`config.mk`:
```
export PLATFORM = sky130hd
export DESIGN_NAME = sacc_top
export DESIGN_NICKNAME = d
export VERILOG_FILES = /design/src/common/sacc_pkg.sv /design/src/rtl/sacc_clkdiv.sv /design/src/rtl/sacc_sar.sv /design/src/rtl/sacc_top.sv
export SDC_FILE = /design/constraint.sdc
export NUM_CORES = 1
export LEC_CHECK = 0
export ABC_AREA = 1
export BUFFER_PORTS_ARGS = -buffer_cell sky130_fd_sc_hd__buf_2
export CAP_MARGIN = 20
export CORE_ASPECT_RATIO = 0.8
export CORE_MARGIN = 4
export CORE_UTILIZATION = 57
export CTS_BUF_LIST = sky130_fd_sc_hd__clkbuf_8
export DETAILED_ROUTE_END_ITERATION = 10
export GPL_TIMING_DRIVEN = 0
export PLACE_DENSITY = 0.83
export SETUP_SLACK_MARGIN = 0.05
export SYNTH_ARGS = -nofsm -noshare
export SYNTH_HDL_FRONTEND = slang
export SYNTH_SLANG_ARGS = --single-unit
```
`constraint.sdc`:
```
create_clock -name clock_i -period 2.1 [get_ports clock_i]
set_input_delay 0.21 -clock clock_i [delete_from_list [all_inputs] [get_ports clock_i]]
set_output_delay 0.21 -clock clock_i [all_outputs]
set_load 0.1 [all_outputs]
```
`src/common/sacc_pkg.sv`:
```
// Purpose: Shared constants for the converter clock and configuration block.
// Assumes: 32-bit APB data, one register per aligned word, 10 MHz system clock.
// Notes: All offsets and phase counts live here, with most field positions and the reset values of multi-bit registers.
package sacc_pkg;

  // Widths of the converter datapath and configuration fields.
  localparam int RES_W = 10;
  localparam int CHAN_W = 6;
  localparam int DIV_W = 6;
  localparam int PREF_W = 3;
  localparam int ADDR_W = 8;
  localparam int STAT_W = 2;

  // Register byte offsets on the APB side.
  localparam logic [ADDR_W-1:0] ADDR_CTRL = 8'h00;
  localparam logic [ADDR_W-1:0] ADDR_CHAN = 8'h04;
  localparam logic [ADDR_W-1:0] ADDR_REF = 8'h08;
  localparam logic [ADDR_W-1:0] ADDR_CLKDIV = 8'h0C;
  localparam logic [ADDR_W-1:0] ADDR_RESH = 8'h10;
  localparam logic [ADDR_W-1:0] ADDR_RESL = 8'h14;
  localparam logic [ADDR_W-1:0] ADDR_STAT = 8'h18;
  localparam logic [ADDR_W-1:0] ADDR_MASK = 8'h1C;
  localparam logic [ADDR_W-1:0] ADDR_THR = 8'h20;

  // Bit positions in converter_control_zero.
  localparam int CTRL_ON_BIT = 0;
  localparam int CTRL_GO_BIT = 1;
  localparam int CTRL_CONT_BIT = 2;
  localparam int CTRL_RCSEL_BIT = 4;

  // Field positions in reference_select_reg.
  localparam int REF_POS_LSB = 0;
  localparam int REF_NEG_BIT = 4;

  // Bit positions in the status and mask registers.
  localparam int STAT_DONE_BIT = 0;
  localparam int STAT_THR_BIT = 1;

  // Codes of positive_ref_field.
  localparam logic [PREF_W-1:0] PREF_SUPPLY = 3'h0;
  localparam logic [PREF_W-1:0] PREF_PIN = 3'h1;
  localparam logic [PREF_W-1:0] PREF_FVR_1V024 = 3'h2;
  localparam logic [PREF_W-1:0] PREF_FVR_2V048 = 3'h3;
  localparam logic [PREF_W-1:0] PREF_FVR_4V096 = 3'h4;

  // Reset values of the software registers.
  localparam logic [CHAN_W-1:0] CHAN_RST = 6'h00;
  localparam logic [PREF_W-1:0] PREF_RST = 3'h0;
  localparam logic [DIV_W-1:0] DIV_RST = 6'h00;
  localparam logic [RES_W-1:0] RES_RST = 10'h000;
  localparam logic [RES_W-1:0] THR_RST = 10'h3FF;
  localparam logic [STAT_W-1:0] STAT_RST = 2'h0;

  // Conversion length in half bit periods: 1.5 periods of sampling, 10 bits of two halves.
  localparam int ACQ_HALVES = 3;
  localparam int BIT_HALVES = 2;
  localparam int CONV_HALVES = ACQ_HALVES + BIT_HALVES * RES_W;
  localparam logic [1:0] ACQ_LAST = 2'(ACQ_HALVES - 1);
  localparam logic [3:0] MSB_IDX = 4'(RES_W - 1);

  // States of the successive-approximation sequencer.
  typedef enum logic [1:0] {S_IDLE, S_ACQ, S_SET, S_JUDGE} sacc_state_t;

endpackage : sacc_pkg

```
`src/rtl/sacc_clkdiv.sv`:
```
// Purpose: Half bit-period tick generator for the converter.
// Assumes: rc_level_i is already synchronised to clock_i.
// Notes: One half tick every n+1 system clocks, so a bit period is 2*(n+1) clocks.
`timescale 1ns/1ps
module sacc_clkdiv
  import sacc_pkg::*;
(
  input wire logic clock_i,
  input wire logic reset_n_i,
  input wire logic [DIV_W-1:0] div_n_i,
  input wire logic rc_sel_i,
  input wire logic rc_level_i,
  input wire logic run_i,
  output logic half_tick_o
);

  logic [DIV_W-1:0] cnt;
  logic [DIV_W-1:0] next_cnt;
  logic rc_prev;
  logic next_rc_prev;
  logic next_half_tick;

  // Selects the tick source and reloads the down-counter from the divider field.
  always_comb begin
    next_cnt = cnt;
    next_half_tick = 1'b0;
    next_rc_prev = rc_level_i;
    if (!run_i) begin
      next_cnt = div_n_i;
    end else if (rc_sel_i) begin
      next_half_tick = rc_level_i & ~rc_prev;
    end else if (cnt == '0) begin
      next_half_tick = 1'b1;
      next_cnt = div_n_i;
    end else begin
      next_cnt = cnt - 6'h01;
    end
  end

  // Registers the counter, the edge memory and the tick.
  always_ff @(posedge clock_i or negedge reset_n_i) begin
    if (!reset_n_i) begin
      cnt <= DIV_RST;
      rc_prev <= 1'b0;
      half_tick_o <= 1'b0;
    end else begin
      cnt <= next_cnt;
      rc_prev <= next_rc_prev;
      half_tick_o <= next_half_tick;
    end
  end

endmodule : sacc_clkdiv

```
`src/rtl/sacc_sar.sv`:
```
// Purpose: Successive-approximation sequencer for a 10-bit conversion.
// Assumes: comp_i is synchronised; high means input at or above the trial code.
// Notes: A conversion spans 23 half ticks; abort drops the conversion at once.
`timescale 1ns/1ps
module sacc_sar
  import sacc_pkg::*;
(
  input wire logic clock_i,
  input wire logic reset_n_i,
  input wire logic start_i,
  input wire logic abort_i,
  input wire logic half_tick_i,
  input wire logic comp_i,
  output logic busy_o,
  output logic sample_o,
  output logic done_o,
  output logic [RES_W-1:0] trial_o,
  output logic [RES_W-1:0] result_o
);

  sacc_state_t state;
  sacc_state_t next_state;
  logic [1:0] acq_cnt;
  logic [1:0] next_acq_cnt;
  logic [3:0] bit_idx;
  logic [3:0] next_bit_idx;
  logic [RES_W-1:0] next_trial;
  logic [RES_W-1:0] next_result;
  logic next_done;

  // Steps through sampling and one trial bit per bit period.
  always_comb begin
    logic [RES_W-1:0] judged;
    judged = trial_o;
    next_state = state;
    next_acq_cnt = acq_cnt;
    next_bit_idx = bit_idx;
    next_trial = trial_o;
    next_result = result_o;
    next_done = 1'b0;
    case (state)
      S_IDLE: begin
        if (start_i) begin
          next_state = S_ACQ;
          next_acq_cnt = 2'h0;
          next_trial = RES_RST;
        end
      end
      S_ACQ: begin
        if (half_tick_i) begin
          if (acq_cnt == ACQ_LAST) begin
            next_state = S_SET;
            next_bit_idx = MSB_IDX;
            next_trial = RES_RST;
            next_trial[MSB_IDX] = 1'b1;
          end else begin
            next_acq_cnt = acq_cnt + 2'h1;
          end
        end
      end
      S_SET: begin
        if (half_tick_i) begin
          next_state = S_JUDGE;
        end
      end
      S_JUDGE: begin
        if (half_tick_i) begin
          if (!comp_i) begin
            judged[bit_idx] = 1'b0;
          end
          next_trial = judged;
          if (bit_idx == 4'h0) begin
            next_state = S_IDLE;
            next_result = judged;
            next_done = 1'b1;
          end else begin
            next_trial[bit_idx - 4'h1] = 1'b1;
            next_bit_idx = bit_idx - 4'h1;
            next_state = S_SET;
          end
        end
      end
      default: begin
        next_state = S_IDLE;
      end
    endcase
    if (abort_i && state != S_IDLE) begin
      next_state = S_IDLE;
      next_done = 1'b0;
    end
  end

  // Registers sequencer state and its decoded outputs.
  always_ff @(posedge clock_i or negedge reset_n_i) begin
    if (!reset_n_i) begin
      state <= S_IDLE;
      acq_cnt <= 2'h0;
      bit_idx <= 4'h0;
      trial_o <= RES_RST;
      result_o <= RES_RST;
      done_o <= 1'b0;
      busy_o <= 1'b0;
      sample_o <= 1'b0;
    end else begin
      state <= next_state;
      acq_cnt <= next_acq_cnt;
      bit_idx <= next_bit_idx;
      trial_o <= next_trial;
      result_o <= next_result;
      done_o <= next_done;
      busy_o <= (next_state != S_IDLE);
      sample_o <= (next_state == S_ACQ);
    end
  end

endmodule : sacc_sar

```
`src/rtl/sacc_top.sv`:
```
// Purpose: Converter configuration, conversion clock and control with an APB register file.
// Assumes: rc_osc_i, comparator_i and sleep_i are asynchronous pins.
// Notes: Reads answer with a one-cycle setup latch; access phase completes in one cycle.
`timescale 1ns/1ps

// Overview of operation
// - Resolve each conversion to 10 bits by successive approximation into result bytes.
// - All selectable inputs share one multiplexer and one sample-and-hold stage.
// - Channel select register chooses which input drives the sample-and-hold.
// - Reference field picks positive reference: pin, supply, or fixed 1.024/2.048/4.096 V.
// - One reference bit picks negative reference: external pin or ground.
// - System path bit period is system clock divided by 2*(n+1), n six bits.
// - Control bit 4 set selects the RC oscillator, otherwise the divided clock.
// - A full 10-bit conversion lasts exactly 11.5 bit periods on the divided clock, 11 to 11.5 on the RC clock.
// - Converter control runs from the system clock; RC mode only paces the conversion steps, so changes are not delayed.
// - Without RC oscillator, conversion clock follows system clock changes directly.
// - Completion and threshold raise interrupts; either can wake from sleep.
// - On completion clear go unless continuous, set flag, update results.
// - Done flag sets after every conversion regardless of interrupt mask.
module sacc_top
  import sacc_pkg::*;
(
  input wire logic clock_i,
  input wire logic reset_n_i,
  input wire logic psel_i,
  input wire logic penable_i,
  input wire logic pwrite_i,
  input wire logic [ADDR_W-1:0] paddr_i,
  input wire logic [31:0] pwdata_i,
  output logic [31:0] prdata_o,
  output logic pready_o,
  output logic pslverr_o,
  input wire logic rc_osc_i,
  input wire logic comparator_i,
  input wire logic sleep_i,
  output logic [CHAN_W-1:0] channel_sel_o,
  output logic [PREF_W-1:0] pos_ref_sel_o,
  output logic neg_ref_sel_o,
  output logic sample_hold_o,
  output logic [RES_W-1:0] dac_trial_o,
  output logic irq_o,
  output logic wake_o
);

  // Software-visible state.
  logic ctrl_on;
  logic go;
  logic cont;
  logic rc_sel;
  logic [DIV_W-1:0] div_n;
  logic [STAT_W-1:0] status;
  logic [STAT_W-1:0] mask;
  logic [RES_W-1:0] thr;
  logic next_ctrl_on;
  logic next_go;
  logic next_cont;
  logic next_rc_sel;
  logic [CHAN_W-1:0] next_chan;
  logic [PREF_W-1:0] next_pref;
  logic next_nref;
  logic [DIV_W-1:0] next_div_n;
  logic [STAT_W-1:0] next_status;
  logic [STAT_W-1:0] next_mask;
  logic [RES_W-1:0] next_thr;
  logic next_irq;
  logic next_wake;

  // Bus answer state.
  logic [31:0] next_prdata;
  logic next_pready;
  logic next_pslverr;

  // Pin synchronisers: first stage feeds only the second.
  logic [2:0] sync_1;
  logic [2:0] sync_2;
  logic rc_level;
  logic comp_level;
  logic sleep_level;

  // Sequencer and divider wiring.
  logic half_tick;
  logic sar_busy;
  logic sar_done;
  logic [RES_W-1:0] sar_result;
  logic sar_start;
  logic sar_abort;
  logic div_run;

  // Bus decode terms.
  logic setup_phase;
  logic wr_access;
  logic [STAT_W-1:0] events;
  logic [STAT_W-1:0] clear_bits;

  // Two flip-flop synchronisers for the asynchronous pins.
  always_ff @(posedge clock_i or negedge reset_n_i) begin
    if (!reset_n_i) begin
      sync_1 <= 3'h0;
      sync_2 <= 3'h0;
    end else begin
      sync_1 <= {sleep_i, comparator_i, rc_osc_i};
      sync_2 <= sync_1;
    end
  end

  assign rc_level = sync_2[0];
  assign comp_level = sync_2[1];
  assign sleep_level = sync_2[2];

  // Ticks run only while converting, so the first divided half period is whole; sleep keeps only RC.
  assign div_run = sar_busy & (~sleep_level | rc_sel);

  // Tick generator for the chosen conversion clock.
  sacc_clkdiv u_clkdiv (
    .clock_i(clock_i),
    .reset_n_i(reset_n_i),
    .div_n_i(div_n),
    .rc_sel_i(rc_sel),
    .rc_level_i(rc_level),
    .run_i(div_run),
    .half_tick_o(half_tick)
  );

  // Start needs go and enable; the done cycle is skipped so single mode does not rerun.
  assign sar_start = go & ctrl_on & ~sar_busy & ~sar_done;
  assign sar_abort = sar_busy & ~(go & ctrl_on);

  // Successive-approximation sequencer.
  sacc_sar u_sar (
    .clock_i(clock_i),
    .reset_n_i(reset_n_i),
    .start_i(sar_start),
    .abort_i(sar_abort),
    .half_tick_i(half_tick),
    .comp_i(comp_level),
    .busy_o(sar_busy),
    .sample_o(sample_hold_o),
    .done_o(sar_done),
    .trial_o(dac_trial_o),
    .result_o(sar_result)
  );

  assign setup_phase = psel_i & ~penable_i;
  assign wr_access = psel_i & penable_i & pready_o & pwrite_i;

  // Completion and threshold events; the done flag ignores the mask.
  always_comb begin
    events = STAT_RST;
    events[STAT_DONE_BIT] = sar_done;
    events[STAT_THR_BIT] = sar_done & (sar_result >= thr);
  end

  // Write-one-to-clear bits taken from a status write.
  assign clear_bits = (wr_access && paddr_i == ADDR_STAT) ? pwdata_i[STAT_W-1:0] : STAT_RST;

  // Next values of the software registers, with hardware updates.
  always_comb begin
    next_ctrl_on = ctrl_on;
    next_go = go;
    next_cont = cont;
    next_rc_sel = rc_sel;
    next_chan = channel_sel_o;
    next_pref = pos_ref_sel_o;
    next_nref = neg_ref_sel_o;
    next_div_n = div_n;
    next_mask = mask;
    next_thr = thr;
    if (sar_done && !cont) begin
      next_go = 1'b0;
    end
    if (wr_access) begin
      case (paddr_i)
        ADDR_CTRL: begin
          next_ctrl_on = pwdata_i[CTRL_ON_BIT];
          next_go = pwdata_i[CTRL_GO_BIT];
          next_cont = pwdata_i[CTRL_CONT_BIT];
          next_rc_sel = pwdata_i[CTRL_RCSEL_BIT];
        end
        ADDR_CHAN: next_chan = pwdata_i[CHAN_W-1:0];
        ADDR_REF: begin
          next_pref = pwdata_i[REF_POS_LSB +: PREF_W];
          next_nref = pwdata_i[REF_NEG_BIT];
        end
        ADDR_CLKDIV: next_div_n = pwdata_i[DIV_W-1:0];
        ADDR_MASK: next_mask = pwdata_i[STAT_W-1:0];
        ADDR_THR: next_thr = pwdata_i[RES_W-1:0];
        default: begin
          next_thr = thr;
        end
      endcase
    end
    // A new event wins over a clear in the same cycle.
    next_status = (status & ~clear_bits) | events;
    next_irq = |(next_status & mask);
    next_wake = sleep_level & |(next_status & mask);
  end

  // Read data and slave error are latched in the setup phase.
  always_comb begin
    next_prdata = prdata_o;
    next_pslverr = 1'b0;
    next_pready = setup_phase;
    if (setup_phase) begin
      next_prdata = 32'h0000_0000;
      case (paddr_i)
        ADDR_CTRL: begin
          next_prdata[CTRL_ON_BIT] = ctrl_on;
          next_prdata[CTRL_GO_BIT] = go;
          next_prdata[CTRL_CONT_BIT] = cont;
          next_prdata[CTRL_RCSEL_BIT] = rc_sel;
        end
        ADDR_CHAN: next_prdata[CHAN_W-1:0] = channel_sel_o;
        ADDR_REF: begin
          next_prdata[REF_POS_LSB +: PREF_W] = pos_ref_sel_o;
          next_prdata[REF_NEG_BIT] = neg_ref_sel_o;
        end
        ADDR_CLKDIV: next_prdata[DIV_W-1:0] = div_n;
        ADDR_RESH: next_prdata[1:0] = sar_result[RES_W-1:8];
        ADDR_RESL: next_prdata[7:0] = sar_result[7:0];
        ADDR_STAT: next_prdata[STAT_W-1:0] = status;
        ADDR_MASK: next_prdata[STAT_W-1:0] = mask;
        ADDR_THR: next_prdata[RES_W-1:0] = thr;
        default: next_pslverr = 1'b1;
      endcase
    end
  end

  // Registers all software state and every bus and interrupt output.
  always_ff @(posedge clock_i or negedge reset_n_i) begin
    if (!reset_n_i) begin
      ctrl_on <= 1'b0;
      go <= 1'b0;
      cont <= 1'b0;
      rc_sel <= 1'b0;
      channel_sel_o <= CHAN_RST;
      pos_ref_sel_o <= PREF_RST;
      neg_ref_sel_o <= 1'b0;
      div_n <= DIV_RST;
      status <= STAT_RST;
      mask <= STAT_RST;
      thr <= THR_RST;
      irq_o <= 1'b0;
      wake_o <= 1'b0;
      prdata_o <= 32'h0000_0000;
      pready_o <= 1'b0;
      pslverr_o <= 1'b0;
    end else begin
      ctrl_on <= next_ctrl_on;
      go <= next_go;
      cont <= next_cont;
      rc_sel <= next_rc_sel;
      channel_sel_o <= next_chan;
      pos_ref_sel_o <= next_pref;
      neg_ref_sel_o <= next_nref;
      div_n <= next_div_n;
      status <= next_status;
      mask <= next_mask;
      thr <= next_thr;
      irq_o <= next_irq;
      wake_o <= next_wake;
      prdata_o <= next_prdata;
      pready_o <= next_pready;
      pslverr_o <= next_pslverr;
    end
  end

endmodule : sacc_top

```
# Word level (Yosys, flattened, before mapping)
# Cells that the tools add are included.
# word_totals
ff_bits	93
out_inout_bits	57
# op_classes
add_sub_neg	3
magnitude_cmp	5
eq_ne	20
muxes	53
bitwise_logic	26
reduce_logical	27
# ops
operator	n
2-to-1 mux 10 bit	8
== test 8 x 5 -> 1 bit (second input constant)	4
one-hot mux 10 bit (3 select lines)	1
2-to-1 mux 2 bit	12
2-to-1 mux 6 bit	3
one-hot mux 2 bit (9 select lines)	1
== test 8 x 4 -> 1 bit (second input constant)	2
2-to-1 mux 4 bit	4
2-to-1 mux 1 bit	14
bitwise AND 1 bit	12
!= test 2 bit (second input constant)	6
one-hot mux 1 bit (6 select lines)	2
AND reduction 2 bit	6
bitwise AND 10 bit	1
>= comparator 10 bit	1
less-than comparator 4 x 5 -> 1 bit (second input constant)	2
inverter 10 bit	1
OR 10 bit	1
AND reduction 5 bit	2
OR reduction 9 bit	1
demux 1 bit (select 4 bit)	2
== test 8 x 3 -> 1 bit (second input constant)	1
== test 8 x 6 -> 1 bit (second input constant)	1
>= comparator 4 x 1 -> 1 bit (second input constant)	2
26 further kinds	44

# Logic depth before layout (Yosys ltp)
# depth
depth_word	13
ltp_mapped	12
mapped_depth_nobuf	12

# By module
# Synthesis repeated with hierarchy kept, for this count alone.
# unflattened
cells_unflattened	641
hier_area_um2	5262.5
# by_module_without_submodules
mod	n_inst	cells_per_inst	area_each_um2
sacc_top	1	357	3045.4
sacc_sar	1	211	1692.9
sacc_clkdiv	1	73	524.3

# Least setup slack after synthesis
# Ideal clock, no wire load.
# synth_timing
kind	register -> register
from	reg pready_o
to	reg channel_sel_o[0]
setup_time_ns	0.125
arrival_time_ns	1.807
required_ns	1.975
slack_ns	0.168
path_stages_with_launch	7
n_path_buf	1
period_less_slack_ns	1.932
path_cell_list	dfrtp_1 > nand2_1 > nor2_2 > nand3_1 > buf_2 > nand2_1 > o21ai_1
# synth_via
elab_chain_cells	3
# synth_rtl
item	line	text
start, declared	sacc_top.sv:31	output logic pready_o,
start signal, assigned	sacc_top.sv:262	pready_o <= next_pready;
bitwise AND 1 bit (2 in series)	sacc_top.sv:144	assign wr_access = psel_i & penable_i & pready_o & pwrite_i;
AND reduction 2 bit (no source line)	-	
end signal, assigned	sacc_top.sv:252	channel_sel_o <= next_chan;
end, declared	sacc_top.sv:36	output logic [CHAN_W-1:0] channel_sel_o,
# No other way between the ends.
# A chain may end at the register's enable or synchronous reset.

# Worst setup path after layout
# layout_timing
from	reg u_sar.bit_idx[0]
to	reg u_sar.trial_o[4]
# layout_via
elab_chain_cells	13
word_cells_on_any_way	21
# layout_rtl
item	line	text
start, declared	sacc_sar.sv:25	logic [3:0] bit_idx;
start signal, assigned	sacc_sar.sv:107	bit_idx <= next_bit_idx;
less-than comparator 4 x 5 -> 1 bit (not written as such) / >= comparator 4 x 1 -> 1 bit (equally long branches)	sacc_sar.sv:69	judged[bit_idx] = 1'b0;
logical AND 1 bit (not written as such)	sacc_sar.sv:69	
2-to-1 mux 1 bit (not written as such)	sacc_sar.sv:69	
demux 1 bit (select 4 bit)	-	
inverter 10 bit (no source line)	-	
bitwise AND 10 bit (no source line)	-	
2-to-1 mux 10 bit	sacc_sar.sv:68	if (!comp_i) begin
2-to-1 mux 10 bit	sacc_sar.sv:67	if (half_tick_i) begin
2-to-1 mux 10 bit	sacc_sar.sv:41	case (state)
OR 10 bit (no source line)	-	
2-to-1 mux 10 bit (*)	sacc_sar.sv:72	if (bit_idx == 4'h0) begin
2-to-1 mux 10 bit (*)	sacc_sar.sv:67	
one-hot mux 10 bit (3 select lines) (*)	sacc_sar.sv:41	
end signal, assigned	sacc_sar.sv:108	trial_o <= next_trial;
end, declared	sacc_sar.sv:17	output logic [RES_W-1:0] trial_o,
# Every way passes the cells marked *; elsewhere a longest branch is shown, timed or not. The select of a mux whose other input is x is not followed.

==> impl_metrics.tcl <==
set metrics [dict create \
    synth_cells 604 \
    slew_headroom_pct 66.1 \
    final_cell_mix "nand2_1 (153), dfrtp_1 (83), inv_1 (67)" \
    core-area_mm2 0.00852 \
    crit_path_cell_trace "inv_1, ha_1, xor2_1, inv_2, nor2_2, a31oi_1, o21ai_1" \
    clock_path_buffers 2 \
    power.density_mw_per_mm2 603 \
    outcome "complete, no violations" \
    htreeDepth 3 \
    die_h_um 91.7 \
    viasPerCell 5.22 \
    grt_pass1_wl_um 19500 \
    io-pin-count 105 \
    yosysSeqAreaShare_pct 46.9 \
    synth_seq_cells 93 \
    r2r_end "u_sar.trial_o[4]" \
    grt_setup_unrepaired "false" \
    dieWidth_um 113 \
    hp-start "pwdata_i[6]" \
    fillers 686 \
    power_leakage_nw 3.08 \
    finalSetupViolations 0 \
    async_flop_share_pct 100 \
    total_power_mw 3.49 \
    gp_congestion 0.900 \
    dp.final_hpwl_um 8870 \
    r2r_cells 7 \
    yosys-top-cells-area "dfrtp_1 (42%), nand2_1 (12%), dfstp_2 (5.3%)" \
    yosys.area.top_type "dfrtp_1" \
    wirelength_um 11400 \
    detail_route.wl_per_cell_um 13.9 \
    end_kind "register" \
    post-route-period-util_pct 89.4 \
    hold_end "thr[6]" \
    min_delay_path_depth 3 \
    dieArea_mm2 0.0103 \
    grt_util_all_layers_pct 23.3 \
    dr.pass1.iters 5 \
    dr_total_vias 4273 \
    area_growth_pct 16.1 \
    stdcell_area_mm2 0.00579 \
    clkSlewWorstSetupHoldPaths_ns 0.08 \
    post_cts_buffers 0 \
    io_buffers 60 \
    final_common_cell "nand2_1" \
    avgSynthCellArea_um2 8.26 \
    criticalPathCategory "reg -> reg" \
    hold_viol 0 \
    fp-row-count 30 \
    fin_setup_tns_ns 0 \
    crit_slowest_cell "dfrtp_1" \
    holdWs_ns 0.0850 \
    peakVddDrop_uv 370 \
    layoutNonFillerInstCount 818 \
    cp-start-kind "register" \
    clock_sinks 93 \
    max_cap_violations 0 \
    detail-route-antenna-nets 0 \
    n_antenna_cell 0 \
    cts_buffers 9 \
    finalNetCount 769 \
    yosys_most_used_dff "dfrtp_1" \
    clk_latency_ns 0.36 \
    post-place-ws_ns 0.232 \
    initial_core_util_pct 58.5 \
    syn_area_mm2 0.00499 \
    synth_top_area_share_pct 41.6 \
    skew_ns 0.00710 \
    antenna_found_initial 0 \
    placed_area_mm2 0.00554 \
    cts-root-buf "clkbuf_8" \
    gr-total-overflow 0 \
    cp_data_required_time_ns 2.39 \
    cpPeakStageDelay_ns 0.45 \
    crit_fanout 6 \
    r2r_setup_slack_ns 0.22 \
    seqCellArea_mm2 0.00234 \
    fmax_mhz 533 \
    yosysWarnings 0 \
    grt_max_degree 64 \
    maxSlewViolCount 0 \
    worstHoldPathType "in -> reg" \
    placedCellCount 798 \
    reg2reg_from "u_sar.bit_idx[0]" \
    drc 0 \
    setup_slack_ns 0.223 \
    cp.arrival_ns 2.17 \
    tightest_slew_ns 0.508 \
    drtIter0Drc 366 \
    layout-drive-gt1-share_pct 22.8 \
    multi_input_area_mm2 0.00219 \
    final_core_util_pct 68.0 \
    grt_pass1_vias 4075 \
    cts_tree "yes" \
    min_period_ns 1.88 \
    synth_edf_count 0 \
    ys_types 39 \
]
-- metal layers --
metal / part of all wire [%] / global-route usage [%]
met4: 1.1 / 5.71
met2: 46 / 36.5
met1: 46 / 32.7
met5: 0 / 0
met3: 7.5 / 5.87
-- timing repair --
action / in CTS / in global routing
gates resized for setup: 0 / 1
hold endpoints to repair: 28 / 0
endpoints found under the setup margin: 0 / 1
hold buffers: 4 / 0
-- worst max-delay path: cells and delay by family (launching register included) --
kind / cells / cell delay, ns
adders and majority gates: 1 / 0.33
AOI/OAI and AO/OA: 2 / 0.26
buffers and inverters: 2 / 0.32
DFF: 1 / 0.45
xor gates and xnor gates: 1 / 0.25
and+or+nand+nor: 1 / 0.21
-- cells in the mapped netlist, types with 5 or more instances --
library cell    n
a21oi_1        21
a31oi_1         7
buf_4          25
dfrtp_1        83
dfstp_2        10
ha_1           20
inv_1          66
inv_2          11
nand2_1       153
nand3_1        43
nor2_1         44
nor2_2          7
o211ai_1        5
o21ai_0        29
o21ai_1        22
o21ai_2        10
o22ai_1         6
-- cell type report --
class / instances / area share (%)
sequential: 93 / 40.4
multi-input combinational: 422 / 37.8
timing repair buffer: 65 / 6.40
inverter: 77 / 4.99
buffer: 33 / 4.34
clock buffer: 12 / 2.85
tap: 112 / 2.42
clock inverter: 4 / 0.799
-- how the worst max path moves through the flow --
stage                     start          endpoint  slack (ns)  cells past startpoint
2_1_floorplan          pready_o  channel_sel_o[0]        0.17                      6
3_3_place_gp          reset_n_i         sync_1[1]      -0.002                      1
3_5_place_dp   u_sar.bit_idx[0]  u_sar.bit_idx[3]        0.23                      8
4_1_cts        u_sar.bit_idx[0]  u_sar.bit_idx[3]        0.22                      8
5_1_grt        u_sar.bit_idx[0]  u_sar.trial_o[4]        0.09                      7
6_report       u_sar.bit_idx[0]  u_sar.trial_o[4]        0.22                      7
-- logic make-up after synthesis --
kind of cell | share of synthesized area (%)
xor gates and xnor gates | 0.351
buffers and inverters | 10.8
adders and majority gates | 5.02
DFF | 46.9
and+or+nand+nor | 24.2
AOI/OAI and AO/OA | 12.6
other | 0.0752
-- flip-flops by register name (all words and copies together), names as in the netlist, 2 cells and up --
name	count
channel_sel_o	6
u_sar.acq_cnt	2
u_sar.state	2
status	2
u_clkdiv.cnt	6
u_sar.bit_idx	4
sync_2	3
div_n	6
pos_ref_sel_o	3
prdata_o	10
mask	2
u_sar.trial_o	10
sync_1	3
u_sar.result_o	10
thr	10
-- report_power, final --
part           switching, mW  internal [mW]  total, mW
clock network          0.614          0.642       1.26
registers            0.00894           1.81       1.82
logic                  0.340         0.0795      0.420
No activity file was read; power rests on OpenSTA's default activity.
